===== src/core/mmg_pkg.sv =====
// package: register map, field layout and reset values of the mode/gain bank
package mmg_pkg;

    // register indices as printed; byte address is four times the index
    localparam logic [15:0] COMP_MODE_IDX = 16'he60e;
    localparam logic [15:0] CHAN_GAIN_IDX = 16'he60f;
    localparam int ADDR_W = 18;
    localparam logic [17:0] COMP_MODE_ADDR = {COMP_MODE_IDX, 2'b00};
    localparam logic [17:0] CHAN_GAIN_ADDR = {CHAN_GAIN_IDX, 2'b00};

    // mode register field positions
    localparam int PULSE_ONE_LSB = 0;
    localparam int PULSE_TWO_LSB = 3;
    localparam int PULSE_THREE_LSB = 6;
    localparam int ANGLE_LSB = 9;
    localparam int NOM_A_BIT = 11;
    localparam int NOM_B_BIT = 12;
    localparam int NOM_C_BIT = 13;
    localparam int FREQ_BIT = 14;

    // gain register field positions
    localparam int PHASE_I_GAIN_LSB = 0;
    localparam int NEUTRAL_I_GAIN_LSB = 3;
    localparam int PHASE_V_GAIN_LSB = 6;

    // reset values and writable masks
    localparam logic [15:0] COMP_MODE_RST = 16'h01ff;
    localparam logic [15:0] CHAN_GAIN_RST = 16'h0000;
    localparam logic [15:0] COMP_MODE_WMASK = 16'h7fff;
    localparam logic [15:0] CHAN_GAIN_WMASK_N = 16'h01ff;
    localparam logic [15:0] CHAN_GAIN_WMASK_NONEUT = 16'h01c7;

    // highest legal gain code (gain 16)
    localparam logic [2:0] GAIN_CODE_MAX = 3'h4;

    typedef enum logic [1:0] {
        MMG_ANGLE_V_TO_I = 2'h0,
        MMG_ANGLE_V_TO_V = 2'h1,
        MMG_ANGLE_I_TO_I = 2'h2,
        MMG_ANGLE_NONE = 2'h3
    } mmg_angle_e;

    // decoded configuration handed to the datapath
    typedef struct packed {
        logic [2:0] pulse_one_phase_sel;
        logic [2:0] pulse_two_phase_sel;
        logic [2:0] pulse_three_phase_sel;
        logic [3:0] angle_onehot;  // none, i-i, v-v, v-i
        logic [2:0] nominal_volt_use;  // c,b,a
        logic network_freq_select;
    } mmg_mode_s;

    typedef struct packed {
        logic [4:0] phase_current_gain;  // linear gain 1..16
        logic [4:0] neutral_current_gain;
        logic [4:0] phase_voltage_gain;
    } mmg_gain_s;

endpackage


===== src/core/mmg_config.sv =====
// mode and channel gain configuration registers with decoded outputs
`timescale 1ns/1ps
`default_nettype none

// How it works
// mode bits 0-2 pick phases for pulse one
// mode bits 3-5 pick phases for pulse two
// mode bits 6-8 pick phases for pulse three
// angle field selects pair type or none
// bit 11 substitutes nominal voltage on phase A
// bit 12 substitutes nominal voltage on phase B
// bit 13 substitutes nominal voltage on phase C
// bit 14 selects 50/60 Hz, fundamental variant
// mode bit 15 unused, reads zero
// phase current gain 1..16, reserved as unity
// neutral gain same; fixed unity (code zero) without neutral
// phase voltage gain 1..16, reserved as unity
// gain bits 15-9 reserved, read zero
// both registers read/write, reserved writes ignored
module mmg_config #(
    parameter bit HAS_NEUTRAL = 1'b1,
    parameter bit HAS_FUND = 1'b1
) (
    input wire logic i_clk,
    input wire logic i_sys_rst,
    input wire logic [mmg_pkg::ADDR_W-1:0] i_addr,
    input wire logic [31:0] i_wdata,
    input wire logic i_wr,
    input wire logic i_rd,
    input wire logic [15:0] i_nominal_voltage_value,
    input wire logic [15:0] i_rms_volt_a,
    input wire logic [15:0] i_rms_volt_b,
    input wire logic [15:0] i_rms_volt_c,
    output logic [31:0] o_rdata,
    output mmg_pkg::mmg_mode_s o_mode,
    output mmg_pkg::mmg_gain_s o_gain,
    output logic [15:0] o_rms_volt_a,
    output logic [15:0] o_rms_volt_b,
    output logic [15:0] o_rms_volt_c
);

    // timing seen from the bus:
    // - a write is taken at the edge where i_wr is high with a matching
    //   address; the register holds the new word right after that edge
    // - decoded outputs follow one edge later, so a write shows on
    //   o_mode or o_gain one edge after the edge where the strobe was sampled
    // - a read is taken at the edge where i_rd is high; o_rdata holds
    //   the word for exactly the next cycle and is zero otherwise
    // - a read in the cycle right after a write returns the new word
    // - the bus never waits; strobes may follow each other back to back
    // - write data above bit 15 is ignored, as is every reserved bit

    // writable bits of the gain word; neutral field drops out without it
    localparam logic [15:0] GAIN_WMASK = HAS_NEUTRAL ?
        mmg_pkg::CHAN_GAIN_WMASK_N : mmg_pkg::CHAN_GAIN_WMASK_NONEUT;

    // number of gain fields and of phases, each handled by one loop
    localparam int NUM_GAINS = 3;
    localparam int NUM_PHASES = 3;

    // field positions gathered so the per-field loop can index them
    localparam int GAIN_LSB [NUM_GAINS] = '{
        mmg_pkg::PHASE_I_GAIN_LSB,
        mmg_pkg::NEUTRAL_I_GAIN_LSB,
        mmg_pkg::PHASE_V_GAIN_LSB
    };

    // substitution enable positions, phase a first
    localparam int NOM_BIT [NUM_PHASES] = '{
        mmg_pkg::NOM_A_BIT,
        mmg_pkg::NOM_B_BIT,
        mmg_pkg::NOM_C_BIT
    };

    // elaboration checks: refuse variants the logic cannot serve
    // the fundamental-only option exists only beside the neutral channel
    if (HAS_FUND && !HAS_NEUTRAL) begin : g_bad_variant
        $error("mmg_config: fundamental variant requires neutral");
    end

    // both register addresses must fit the byte address bus
    if (mmg_pkg::ADDR_W != 18) begin : g_bad_addr
        $error("mmg_config: address bus must be 18 bits wide");
    end

    // the one-hot angle output has a bit for each of four codes
    if ($bits(mmg_pkg::mmg_angle_e) != 2) begin : g_bad_angle
        $error("mmg_config: angle code must be two bits");
    end

    // register storage
    logic [15:0] mode_q;
    logic [15:0] mode_d;
    logic [15:0] gain_q;
    logic [15:0] gain_d;

    // bus decode
    logic mode_sel;
    logic gain_sel;
    logic mode_we;
    logic gain_we;
    logic mode_re;
    logic gain_re;
    logic [31:0] rdata_d;

    // decoded mode fields ahead of the output flops
    mmg_pkg::mmg_angle_e angle_code;
    logic [3:0] angle_onehot_d;
    logic [2:0] nom_use_d;
    logic freq_sel_d;

    // output flops of the mode decode, one per concern
    logic [2:0] pulse_one_q;
    logic [2:0] pulse_two_q;
    logic [2:0] pulse_three_q;
    logic [3:0] angle_onehot_q;
    logic [2:0] nom_use_q;
    logic freq_sel_q;

    // per-field and per-phase results of the generate loops
    logic [2:0] gain_code [NUM_GAINS];
    logic [4:0] gain_lin [NUM_GAINS];
    logic [15:0] rms_in [NUM_PHASES];
    logic [15:0] rms_d [NUM_PHASES];

    // address match; the full byte address is compared, so the low two
    // bits must be zero and a misaligned access hits nothing
    assign mode_sel = (i_addr == mmg_pkg::COMP_MODE_ADDR);
    assign gain_sel = (i_addr == mmg_pkg::CHAN_GAIN_ADDR);

    // strobes qualified by the address match
    assign mode_we = i_wr & mode_sel;
    assign gain_we = i_wr & gain_sel;
    assign mode_re = i_rd & mode_sel;
    assign gain_re = i_rd & gain_sel;

    // next mode value; bit 15 masked off so it always reads zero
    always_comb begin
        mode_d = mode_q;
        if (mode_we) begin
            mode_d = i_wdata[15:0] & mmg_pkg::COMP_MODE_WMASK;
        end
    end

    // mode register; resets to all phases on every pulse output
    always_ff @(posedge i_clk or posedge i_sys_rst) begin
        if (i_sys_rst) begin
            mode_q <= mmg_pkg::COMP_MODE_RST;
        end else begin
            mode_q <= mode_d;
        end
    end

    // next gain value; reserved bits and absent neutral field kept zero
    always_comb begin
        gain_d = gain_q;
        if (gain_we) begin
            gain_d = i_wdata[15:0] & GAIN_WMASK;
        end
    end

    // gain register; unity on every channel out of reset
    always_ff @(posedge i_clk or posedge i_sys_rst) begin
        if (i_sys_rst) begin
            gain_q <= mmg_pkg::CHAN_GAIN_RST;
        end else begin
            gain_q <= gain_d;
        end
    end

    // read mux; idle cycles and unmapped reads return zero so a stale
    // word never lingers on the bus
    always_comb begin
        rdata_d = 32'h0000_0000;
        if (mode_re) begin
            rdata_d = {16'h0000, mode_q};
        end else if (gain_re) begin
            rdata_d = {16'h0000, gain_q};
        end
    end

    // read data stands for exactly the cycle after the read strobe
    always_ff @(posedge i_clk or posedge i_sys_rst) begin
        if (i_sys_rst) begin
            o_rdata <= 32'h0000_0000;
        end else begin
            o_rdata <= rdata_d;
        end
    end

    // code to linear gain; reserved codes fall back to unity
    function automatic logic [4:0] gain_of(input logic [2:0] code);
        logic [4:0] g;
        g = 5'h01;
        if (code <= mmg_pkg::GAIN_CODE_MAX) begin
            g = 5'(5'h01 << code);
        end
        return g;
    endfunction

    // one decoder per field: phase current, neutral, phase voltage
    for (genvar k = 0; k < NUM_GAINS; k++) begin : g_gain
        assign gain_code[k] = gain_q[GAIN_LSB[k] +: 3];
        assign gain_lin[k] = gain_of(gain_code[k]);
    end

    // decoded gains registered so outputs come from flops; a gain
    // change reaches the amplifiers one cycle after the register
    always_ff @(posedge i_clk or posedge i_sys_rst) begin
        if (i_sys_rst) begin
            o_gain <= '{5'h01, 5'h01, 5'h01};
        end else begin
            o_gain.phase_current_gain <= gain_lin[0];
            o_gain.neutral_current_gain <= gain_lin[1];
            o_gain.phase_voltage_gain <= gain_lin[2];
        end
    end

    // angle field seen as the enum; every two-bit value is legal
    assign angle_code =
        mmg_pkg::mmg_angle_e'(mode_q[mmg_pkg::ANGLE_LSB +: 2]);

    // angle code to one-hot, one bit per measurement kind
    always_comb begin
        angle_onehot_d = 4'h1;
        unique case (angle_code)
            mmg_pkg::MMG_ANGLE_V_TO_I: angle_onehot_d = 4'h1;
            mmg_pkg::MMG_ANGLE_V_TO_V: angle_onehot_d = 4'h2;
            mmg_pkg::MMG_ANGLE_I_TO_I: angle_onehot_d = 4'h4;
            mmg_pkg::MMG_ANGLE_NONE: angle_onehot_d = 4'h8;
        endcase
    end

    // substitution enables in {c,b,a} order as the datapath expects
    assign nom_use_d = {mode_q[mmg_pkg::NOM_C_BIT],
        mode_q[mmg_pkg::NOM_B_BIT], mode_q[mmg_pkg::NOM_A_BIT]};

    // only the fundamental variant honours the frequency bit; the
    // others hold 50 Hz whatever software wrote
    assign freq_sel_d = HAS_FUND & mode_q[mmg_pkg::FREQ_BIT];

    // phases summed into the first pulse output
    always_ff @(posedge i_clk or posedge i_sys_rst) begin
        if (i_sys_rst) begin
            pulse_one_q <= 3'h7;
        end else begin
            pulse_one_q <= mode_q[mmg_pkg::PULSE_ONE_LSB +: 3];
        end
    end

    // phases summed into the second pulse output
    always_ff @(posedge i_clk or posedge i_sys_rst) begin
        if (i_sys_rst) begin
            pulse_two_q <= 3'h7;
        end else begin
            pulse_two_q <= mode_q[mmg_pkg::PULSE_TWO_LSB +: 3];
        end
    end

    // phases summed into the third pulse output
    always_ff @(posedge i_clk or posedge i_sys_rst) begin
        if (i_sys_rst) begin
            pulse_three_q <= 3'h7;
        end else begin
            pulse_three_q <= mode_q[mmg_pkg::PULSE_THREE_LSB +: 3];
        end
    end

    // angle measurement kind; the angle engine needs no decoding
    always_ff @(posedge i_clk or posedge i_sys_rst) begin
        if (i_sys_rst) begin
            angle_onehot_q <= 4'h1;
        end else begin
            angle_onehot_q <= angle_onehot_d;
        end
    end

    // nominal voltage substitution enables
    always_ff @(posedge i_clk or posedge i_sys_rst) begin
        if (i_sys_rst) begin
            nom_use_q <= 3'h0;
        end else begin
            nom_use_q <= nom_use_d;
        end
    end

    // network frequency for the fundamental filters
    always_ff @(posedge i_clk or posedge i_sys_rst) begin
        if (i_sys_rst) begin
            freq_sel_q <= 1'b0;
        end else begin
            freq_sel_q <= freq_sel_d;
        end
    end

    // the mode struct is only wiring of the flops above
    assign o_mode = '{
        pulse_one_phase_sel: pulse_one_q,
        pulse_two_phase_sel: pulse_two_q,
        pulse_three_phase_sel: pulse_three_q,
        angle_onehot: angle_onehot_q,
        nominal_volt_use: nom_use_q,
        network_freq_select: freq_sel_q
    };

    // measured rms voltages gathered for the per-phase loop
    assign rms_in[0] = i_rms_volt_a;
    assign rms_in[1] = i_rms_volt_b;
    assign rms_in[2] = i_rms_volt_c;

    // per phase: the nominal value replaces the measured rms for every
    // user downstream, apparent power included; substituting here once
    // keeps all users consistent instead of patching each of them
    for (genvar p = 0; p < NUM_PHASES; p++) begin : g_rms
        assign rms_d[p] = mode_q[NOM_BIT[p]] ?
            i_nominal_voltage_value : rms_in[p];
    end

    // phase a rms voltage as seen by every rms user
    always_ff @(posedge i_clk or posedge i_sys_rst) begin
        if (i_sys_rst) begin
            o_rms_volt_a <= 16'h0000;
        end else begin
            o_rms_volt_a <= rms_d[0];
        end
    end

    // phase b rms voltage as seen by every rms user
    always_ff @(posedge i_clk or posedge i_sys_rst) begin
        if (i_sys_rst) begin
            o_rms_volt_b <= 16'h0000;
        end else begin
            o_rms_volt_b <= rms_d[1];
        end
    end

    // phase c rms voltage as seen by every rms user
    always_ff @(posedge i_clk or posedge i_sys_rst) begin
        if (i_sys_rst) begin
            o_rms_volt_c <= 16'h0000;
        end else begin
            o_rms_volt_c <= rms_d[2];
        end
    end

endmodule // mmg_config

`default_nettype wire


===== config.mk =====
export PLATFORM = sky130hd
export DESIGN_NAME = mmg_config
export DESIGN_NICKNAME = d
export VERILOG_FILES = /design/src/core/mmg_pkg.sv /design/src/core/mmg_config.sv
export SDC_FILE = /design/constraint.sdc
export NUM_CORES = 1
export LEC_CHECK = 0
export BUFFER_PORTS_ARGS = -buffer_cell sky130_fd_sc_hd__buf_2
export CAP_MARGIN = 20
export CELL_PAD_IN_SITES_DETAIL_PLACEMENT = 0
export CELL_PAD_IN_SITES_GLOBAL_PLACEMENT = 2
export CORE_UTILIZATION = 29
export DETAILED_ROUTE_END_ITERATION = 8
export GPL_TIMING_DRIVEN = 0
export PLACE_DENSITY_LB_ADDON = 0.25
export SYNTH_ARGS = -nofsm -noshare
export SYNTH_HDL_FRONTEND = slang
export SYNTH_SLANG_ARGS = --single-unit

===== constraint.sdc =====
create_clock -name i_clk -period 4.2 [get_ports i_clk]
set_input_delay 0.63 -clock i_clk [delete_from_list [all_inputs] [get_ports i_clk]]
set_output_delay 0.63 -clock i_clk [all_outputs]
set_load 0.01 [all_outputs]

==> parameters.txt, run 1 <==
Parameter                              Value

Logic synthesis
  Top post-synthesis cells by area    sky130_fd_sc_hd__dfrtp_1 53%, sky130_fd_sc_hd__mux2_2 15%, sky130_fd_sc_hd__dfstp_2 13%, sky130_fd_sc_hd__mux2_4 3.3%, sky130_fd_sc_hd__buf_4 3.1%
  Most frequently used flop master after synthesis    sky130_fd_sc_hd__dfrtp_1
  Synth cell types    28
  Synthesized instance count    286
  Yosys top cell by area    sky130_fd_sc_hd__dfrtp_1
  Post-synthesis adder-cell area fraction    1.654%
  XOR/XNOR share of the synthesized area    0%
  Commonest cells in the synthesized netlist    97 x sky130_fd_sc_hd__dfrtp_1, 62 x sky130_fd_sc_hd__mux2_2, 22 x sky130_fd_sc_hd__dfstp_2
  Mapped Avg Cell Area    15.87 sq um
  Post-synthesis instance area    4539 sq um
  FF+latch count, synth    119
  Dominant cell by count in the synthesized netlist    sky130_fd_sc_hd__dfrtp_1
  Proportion of synthesized area in mux cells    20.67%
  Synth Area in Compound Gates    0%
  Combinational family with the most area after synthesis    multiplexers
  EDFF count, synth    0
  Sequential element share of the synthesized area    66.21%
  Total of warnings raised by yosys    0
  Area share of the largest cell type after synthesis    53.47%
  Post-Synth Simple-Gate Area    6.643%
  Share of synthesized registers carrying an async set or reset    100.0%

Drt
  Routed via count    3,047
  Detailed Route Iter0 Violations    101
  Average routed wire per standard cell    14.88 um
  Ratio of routed vias to standard cells    4.123
  Total iterations of the first detailed-routing run    4
  Routed wire length    11.00 mm
  Post-route ant nets    0
  Remaining routing DRC violations    0

Timing
  Number of hold violations in the final report    0
  Worst Clk Skew    0.007250 ns
  Setup TNS    0 ns
  Hold slack    0.2701 ns
  Slew headroom    52.97%
  Least-Margin Pin Slew    0.7054 ns
  Final max-slew violation count    0
  Minimum period implied by the final worst setup slack    1.930 ns
  Unrepaired setup endpoints after global routing    false
  Achievable frequency    0.5182 GHz
  Number of setup violations in the final report    0
  Crit share post-route    45.95%

Clocking
  Clock buffer depth    2
  H-tree level count    4
  CTS root buf    sky130_fd_sc_hd__clkbuf_16
  Post-CTS Setup Inserts    0
  Clock tree from TritonCTS    yes
  Clock buffer count from CTS    17
  Register clock-pin slew on the reported worst setup and hold paths    0.05 ns
  Post_cts resized    0
  Clk sink count    119
  Number of buffers inserted for hold repair after clock tree synthesis    0
  Clock insertion delay at the later pin of the skew report    0.41 ns

Worst setup path
  CP Class    primary input to register
  Data arrival time of the critical path    2.25 ns
  Biggest fanout along the worst timing path    10
  Crit end category    register
  Required @ worst endpoint    4.52 ns
  CP startpoint kind    primary input

Die
  Core area    15,260 sq um
  Horizontal die dimension    127.1 um
  Area of the die    16,160 sq um
  Starting density of the core    29.75%
  Vertical die dimension    127.1 um
  Std-Cell Rows    45
  Ports placed on the boundary    230

Power and ir drop
  Total power density per cell area    435.3 nW/um^2
  Leakage power summed over all cells    3.354 nW
  Worst supply voltage drop on vdd    0.2653 mV
  Power consumption    2.818 mW

Placed design
  Final weighted congestion of routability-driven global placement    0.7031
  Placed insts    708
  Total of buffers placed on input and output ports    194
  Total half-perimeter wirelength after legalization and detailed placement    7.932 mm
  Placement Cell Area    5867 sq um

Global route
  Via count of the first global-routing pass    3,164
  Overall global routing resource usage    14.45%
  Number of antenna violations at the first check in global routing    1
  Total overflow reported by the global router    0
  Global-route wire length before repair    17.22 mm
  Pin count of the biggest net entering global routing    66

Finish
  Fraction of layout cells with a size suffix above 1    65.72%
  Total inserted antenna cells    0
  Area of all placed cells without fillers    6475 sq um
  Fillcell total    1,491
  Count of non-filler cells in the finished layout    739
  Final nets    640
  P&R area growth vs syn    42.64%

Status
  Outcome    completed

Min path
  Hold WC Path Type    primary input to async pin

Job
  Max-capacitance violation count    0
-- area by class of cell --
type	count	area, sq um	share of cell area [%]
Clock inverter	8	120.1	1.855
Sequential cell	119	3005	46.42
Timing Repair Buffer	195	998.5	15.42
Tap cell	211	264.0	4.077
Multi-Input combinational cell	147	1379	21.29
Inverter	7	31.28	0.4831
Clock buffer	23	488.0	7.536
Buffer	29	188.9	2.918
-- worst max-delay path, stage by stage --
cell,delay (ns)
sky130_fd_sc_hd__buf_2,0.09
sky130_fd_sc_hd__or2_1,0.25
sky130_fd_sc_hd__nor4_4,0.37
sky130_fd_sc_hd__nand3_1,0.35
sky130_fd_sc_hd__buf_2,0.33
sky130_fd_sc_hd__nor3b_1,0.21
-- final timing paths --
kind	from	end	slack [ns]	cells past startpoint
setup / recovery	i_addr[1]	o_rdata[13]	2.27	6
hold / removal	i_sys_rst	o_gain[14]	0.27	2
setup reg to reg	mode_q[12]	o_rms_volt_b[4]	2.28	3
hold reg to reg	mode_q[11]	nom_use_q[0]	0.37	0
max in group asynchronous	i_sys_rst	freq_sel_q	3.25	3
min in group i_clk	mode_q[11]	nom_use_q[0]	0.37	0
-- metrics by stage --
stage / setup slack, ns / util, %
after global routing: 2.140 / 42.44
after floorplan: 0.4489 / -
after detailed placement: 1.800 / 38.45
after global placement: -0.9544 / 38.24
final: 2.270 / 42.44
after CTS: 2.189 / 42.44
-- registers in the layout (all words and copies together), names as in the netlist, 4 cells and up --
signal          cells
gain_q              9
o_rms_volt_a       16
mode_q             15
o_rms_volt_b       16
angle_onehot_q      4
o_gain             15
o_rms_volt_c       16
o_rdata            15
-- kinds of logic after synthesis --
family,count (synthesis)
adder cells (fa/ha/maj),6
buffers and inverters,36
flip-flops,119
multiplexers,81
other,1
AND/OR/NAND/NOR,43
-- metal layers --
layer | global-route usage [%] | up-vias | part of all wire, % | routed length, um
met5 | 0 | - | 0.14 | 15
met4 | 7.563 | 2 | 1.8 | 195
met3 | 6.491 | 22 | 10 | 1120
met2 | 22.07 | 161 | 46 | 5023
met1 | 17.13 | 1453 | 42 | 4644
li1 | - | 1409 | - | -
-- power breakdown --
group / leakage, nW / total (mW) / switching [mW] / internal (mW)
Sequential: 1.47 / 1.18 / 0.00525 / 1.17
Clock: 0.295 / 1.48 / 0.489 / 0.988
Combinational: 1.59 / 0.164 / 0.0815 / 0.0824
Total: 3.35 / 2.82 / 0.575 / 2.24
-- placed cells by master (no fill, tap or decap), drive strengths merged --
cell	n
mux2i	9
conb	17
mux2	72
clkinv	3
dfrtp	97
nand3	1
or2	4
and2	1
nor4	1
dfstp	22
bufinv	3
nand2	3
nor3b	6
clkinvlp	2
nor4b	6
and4bb	1
nor2	13
or3	1
clkbuf	30
buf	217
nor2b	2
and4	1
inv	7
nand4b	3
ha	6
Power figures use the tool's default switching activity.
==> run 2, diff against run 1 <==
- CORE_UTILIZATION: 29 -> 26
- clock period: 4.2 -> 1.6 ns (I/O delays scaled with it)
==> parameters.txt, run 2 (synthesis results as in run 1) <==
Parameter                              Value

Die
  Starting density of the core    26.99%
  Vertical die dimension    134.1 um
  Std-Cell Rows    47
  Horizontal die dimension    134.1 um
  Ports placed on the boundary    230
  Core area    16,820 sq um
  Area of the die    17,990 sq um

Timing
  Final max-slew violation count    0
  Unrepaired setup endpoints after global routing    false
  Slew headroom    54.85%
  Worst Clk Skew    0.007047 ns
  Achievable frequency    0.6645 GHz
  Crit share post-route    94.05%
  Number of setup violations in the final report    0
  Minimum period implied by the final worst setup slack    1.505 ns
  Least-Margin Pin Slew    0.6772 ns
  Number of hold violations in the final report    0
  Hold slack    0.06561 ns

Power and ir drop
  Worst supply voltage drop on vdd    0.6722 mV
  Leakage power summed over all cells    3.443 nW
  Total power density per cell area    1183 nW/um^2

Min path
  Critical hold path startpoint    i_rms_volt_a[8]
  Hold WC Path Type    primary input to register
  Hold Path End    o_rms_volt_a[8]
  Worst hold path cell count    2

Placed design
  Total half-perimeter wirelength after legalization and detailed placement    8.680 mm
  Total of buffers placed on input and output ports    194
  Placement Cell Area    5946 sq um
  Final weighted congestion of routability-driven global placement    0.7988

Drt
  Remaining routing DRC violations    0
  Met3 routed WL    1.138 mm
  Detailed Route Iter0 Violations    66
  Routed wire length    11.83 mm
  Length of routed met2 wiring    5.535 mm
  Post-route ant nets    0
  Average routed wire per standard cell    15.75 um
  Metal-1 WL    5.045 mm
  Total iterations of the first detailed-routing run    4
  Routed via count    2,992
  Ratio of routed vias to standard cells    3.984
  Max layer used    met4

Finish
  Final nets    642
  Commonest cells after routing, fill and taps aside    197 x sky130_fd_sc_hd__buf_2, 97 x sky130_fd_sc_hd__dfrtp_1, 56 x sky130_fd_sc_hd__mux2_2
  Util after Layout    39.53%
  P&R area growth vs syn    46.47%
  Area of all placed cells without fillers    6649 sq um
  Fraction of layout cells with a size suffix above 1    67.42%
  Total inserted antenna cells    0
  Commonest non-fill, non-tap cell in the layout    sky130_fd_sc_hd__buf_2
  Registers with the most flip-flops    o_rms_volt_a x16, o_rms_volt_b x16, o_rms_volt_c x16

Worst setup path
  Crit path cell chain    clkbuf_2 > buf_2 > mux2_2
  Cell family with the largest share of critical-path delay    buffers and inverters
  Logic depth of the worst register-to-register path    3
  Biggest fanout along the worst timing path    10
  CP startpoint kind    register
  Crit end category    register
  Highest-delay cell along the critical path    sky130_fd_sc_hd__mux2_2
  RR Endpoint    o_rms_volt_b[4]
  CP startpoint    mode_q[12]
  CP Class    register to register
  Data arrival time of the critical path    1.79 ns
  Worst reg2reg startpoint    mode_q[12]
  Count of buffering cells on the critical path with inverters included    2
  Required @ worst endpoint    1.88 ns
  Worst path max stage delay    0.38 ns
  Setup slack of the worst register-to-register path    0.1 ns

Clocking
  Clock insertion delay at the later pin of the skew report    0.40 ns
  Clock buffer count from CTS    17
  Clock buffer depth    2
  Clock tree from TritonCTS    yes
  Clk sink count    119
  CTS root buf    sky130_fd_sc_hd__clkbuf_16
  H-tree level count    4
  Register clock-pin slew on the reported worst setup and hold paths    0.05 ns

Global route
  Pin count of the biggest net entering global routing    42
  Overall global routing resource usage    13.69%
  Via count of the first global-routing pass    3,295
  Number of antenna violations at the first check in global routing    0
  Global-route wire length before repair    18.18 mm
  Total overflow reported by the global router    0

Job
  Max-capacitance violation count    0

Status
  Outcome    completed
run 2: changes by cell type in the layout (fill, tap and decap cells not counted), sizes merged:
cell / previous run / this run
buf: 217 / 220
inv: 7 / 6
bufinv: 3 / 5
clkinvlp: 2 / 1
dlygate4sd3: 0 / 1
clkinv: 3 / 2
run 2: final cells by class:
type	instances	area [sq um]
Buffer	28	195.2
Clock buffer	25	525.5
Clock inverter	7	160.2
Fill cell	1659	10170
Inverter	7	30.03
Multi-Input combinational cell	147	1409
Sequential cell	119	3005
Tap cell	220	275.3
Timing Repair Buffer	198	1049
run 2: worst max-delay path by stage:
stage,endpoint,depth (start not counted)
floorplan,angle_onehot_q[1],1
global placement,o_rms_volt_b[7],2
detailed placement,o_rms_volt_b[4],3
CTS,o_rms_volt_b[4],3
global route,o_rms_volt_b[4],3
finish,o_rms_volt_b[4],3
run 2: metal layers:
metal,up-vias,global-route usage (%)
met3,8,5.820
met5,-,0
met4,0,4.494
met2,144,21.88
met1,1431,16.60
li1,1409,-
run 2: power breakdown:
group / switching (mW) / internal [mW] / total (mW) / leakage [nW]
combinational: 0.222 / 0.229 / 0.451 / 1.63
sequential: 0.0144 / 3.08 / 3.09 / 1.47
clock: 1.27 / 3.05 / 4.32 / 0.339
total: 1.51 / 6.36 / 7.87 / 3.44
run 2: worst reg2reg max path, delay by kind of cell, from the launching register on:
family | cells | cell delay, ns
flip-flops | 1 | 0.34
buffers and inverters | 2 | 0.67
multiplexers | 1 | 0.39
run 2: stage by stage:
stage	setup TNS, ns	setup WS [ns]	std cells	total power, mW
2_1_floorplan	-8.014	-0.07740	302	3.347
3_3_place_gp	-111.20	-0.8873	716	3.572
3_5_place_dp	-19.60	-0.5523	719	3.597
4_1_cts	0	0.001480	751	8.025
5_1_grt	0	0.005304	751	8.185
6_report	0	0.09518	751	7.867
run 2: repair_timing:
action / 4_1_cts / 5_1_grt
endpoints found under the hold margin: 14 / 0
hold buffers: 1 / 0
setup buffers: 0 / 0
gates cloned: 0 / 0
endpoints found under the setup margin: 30 / 8
gates resized for setup: 5 / 2
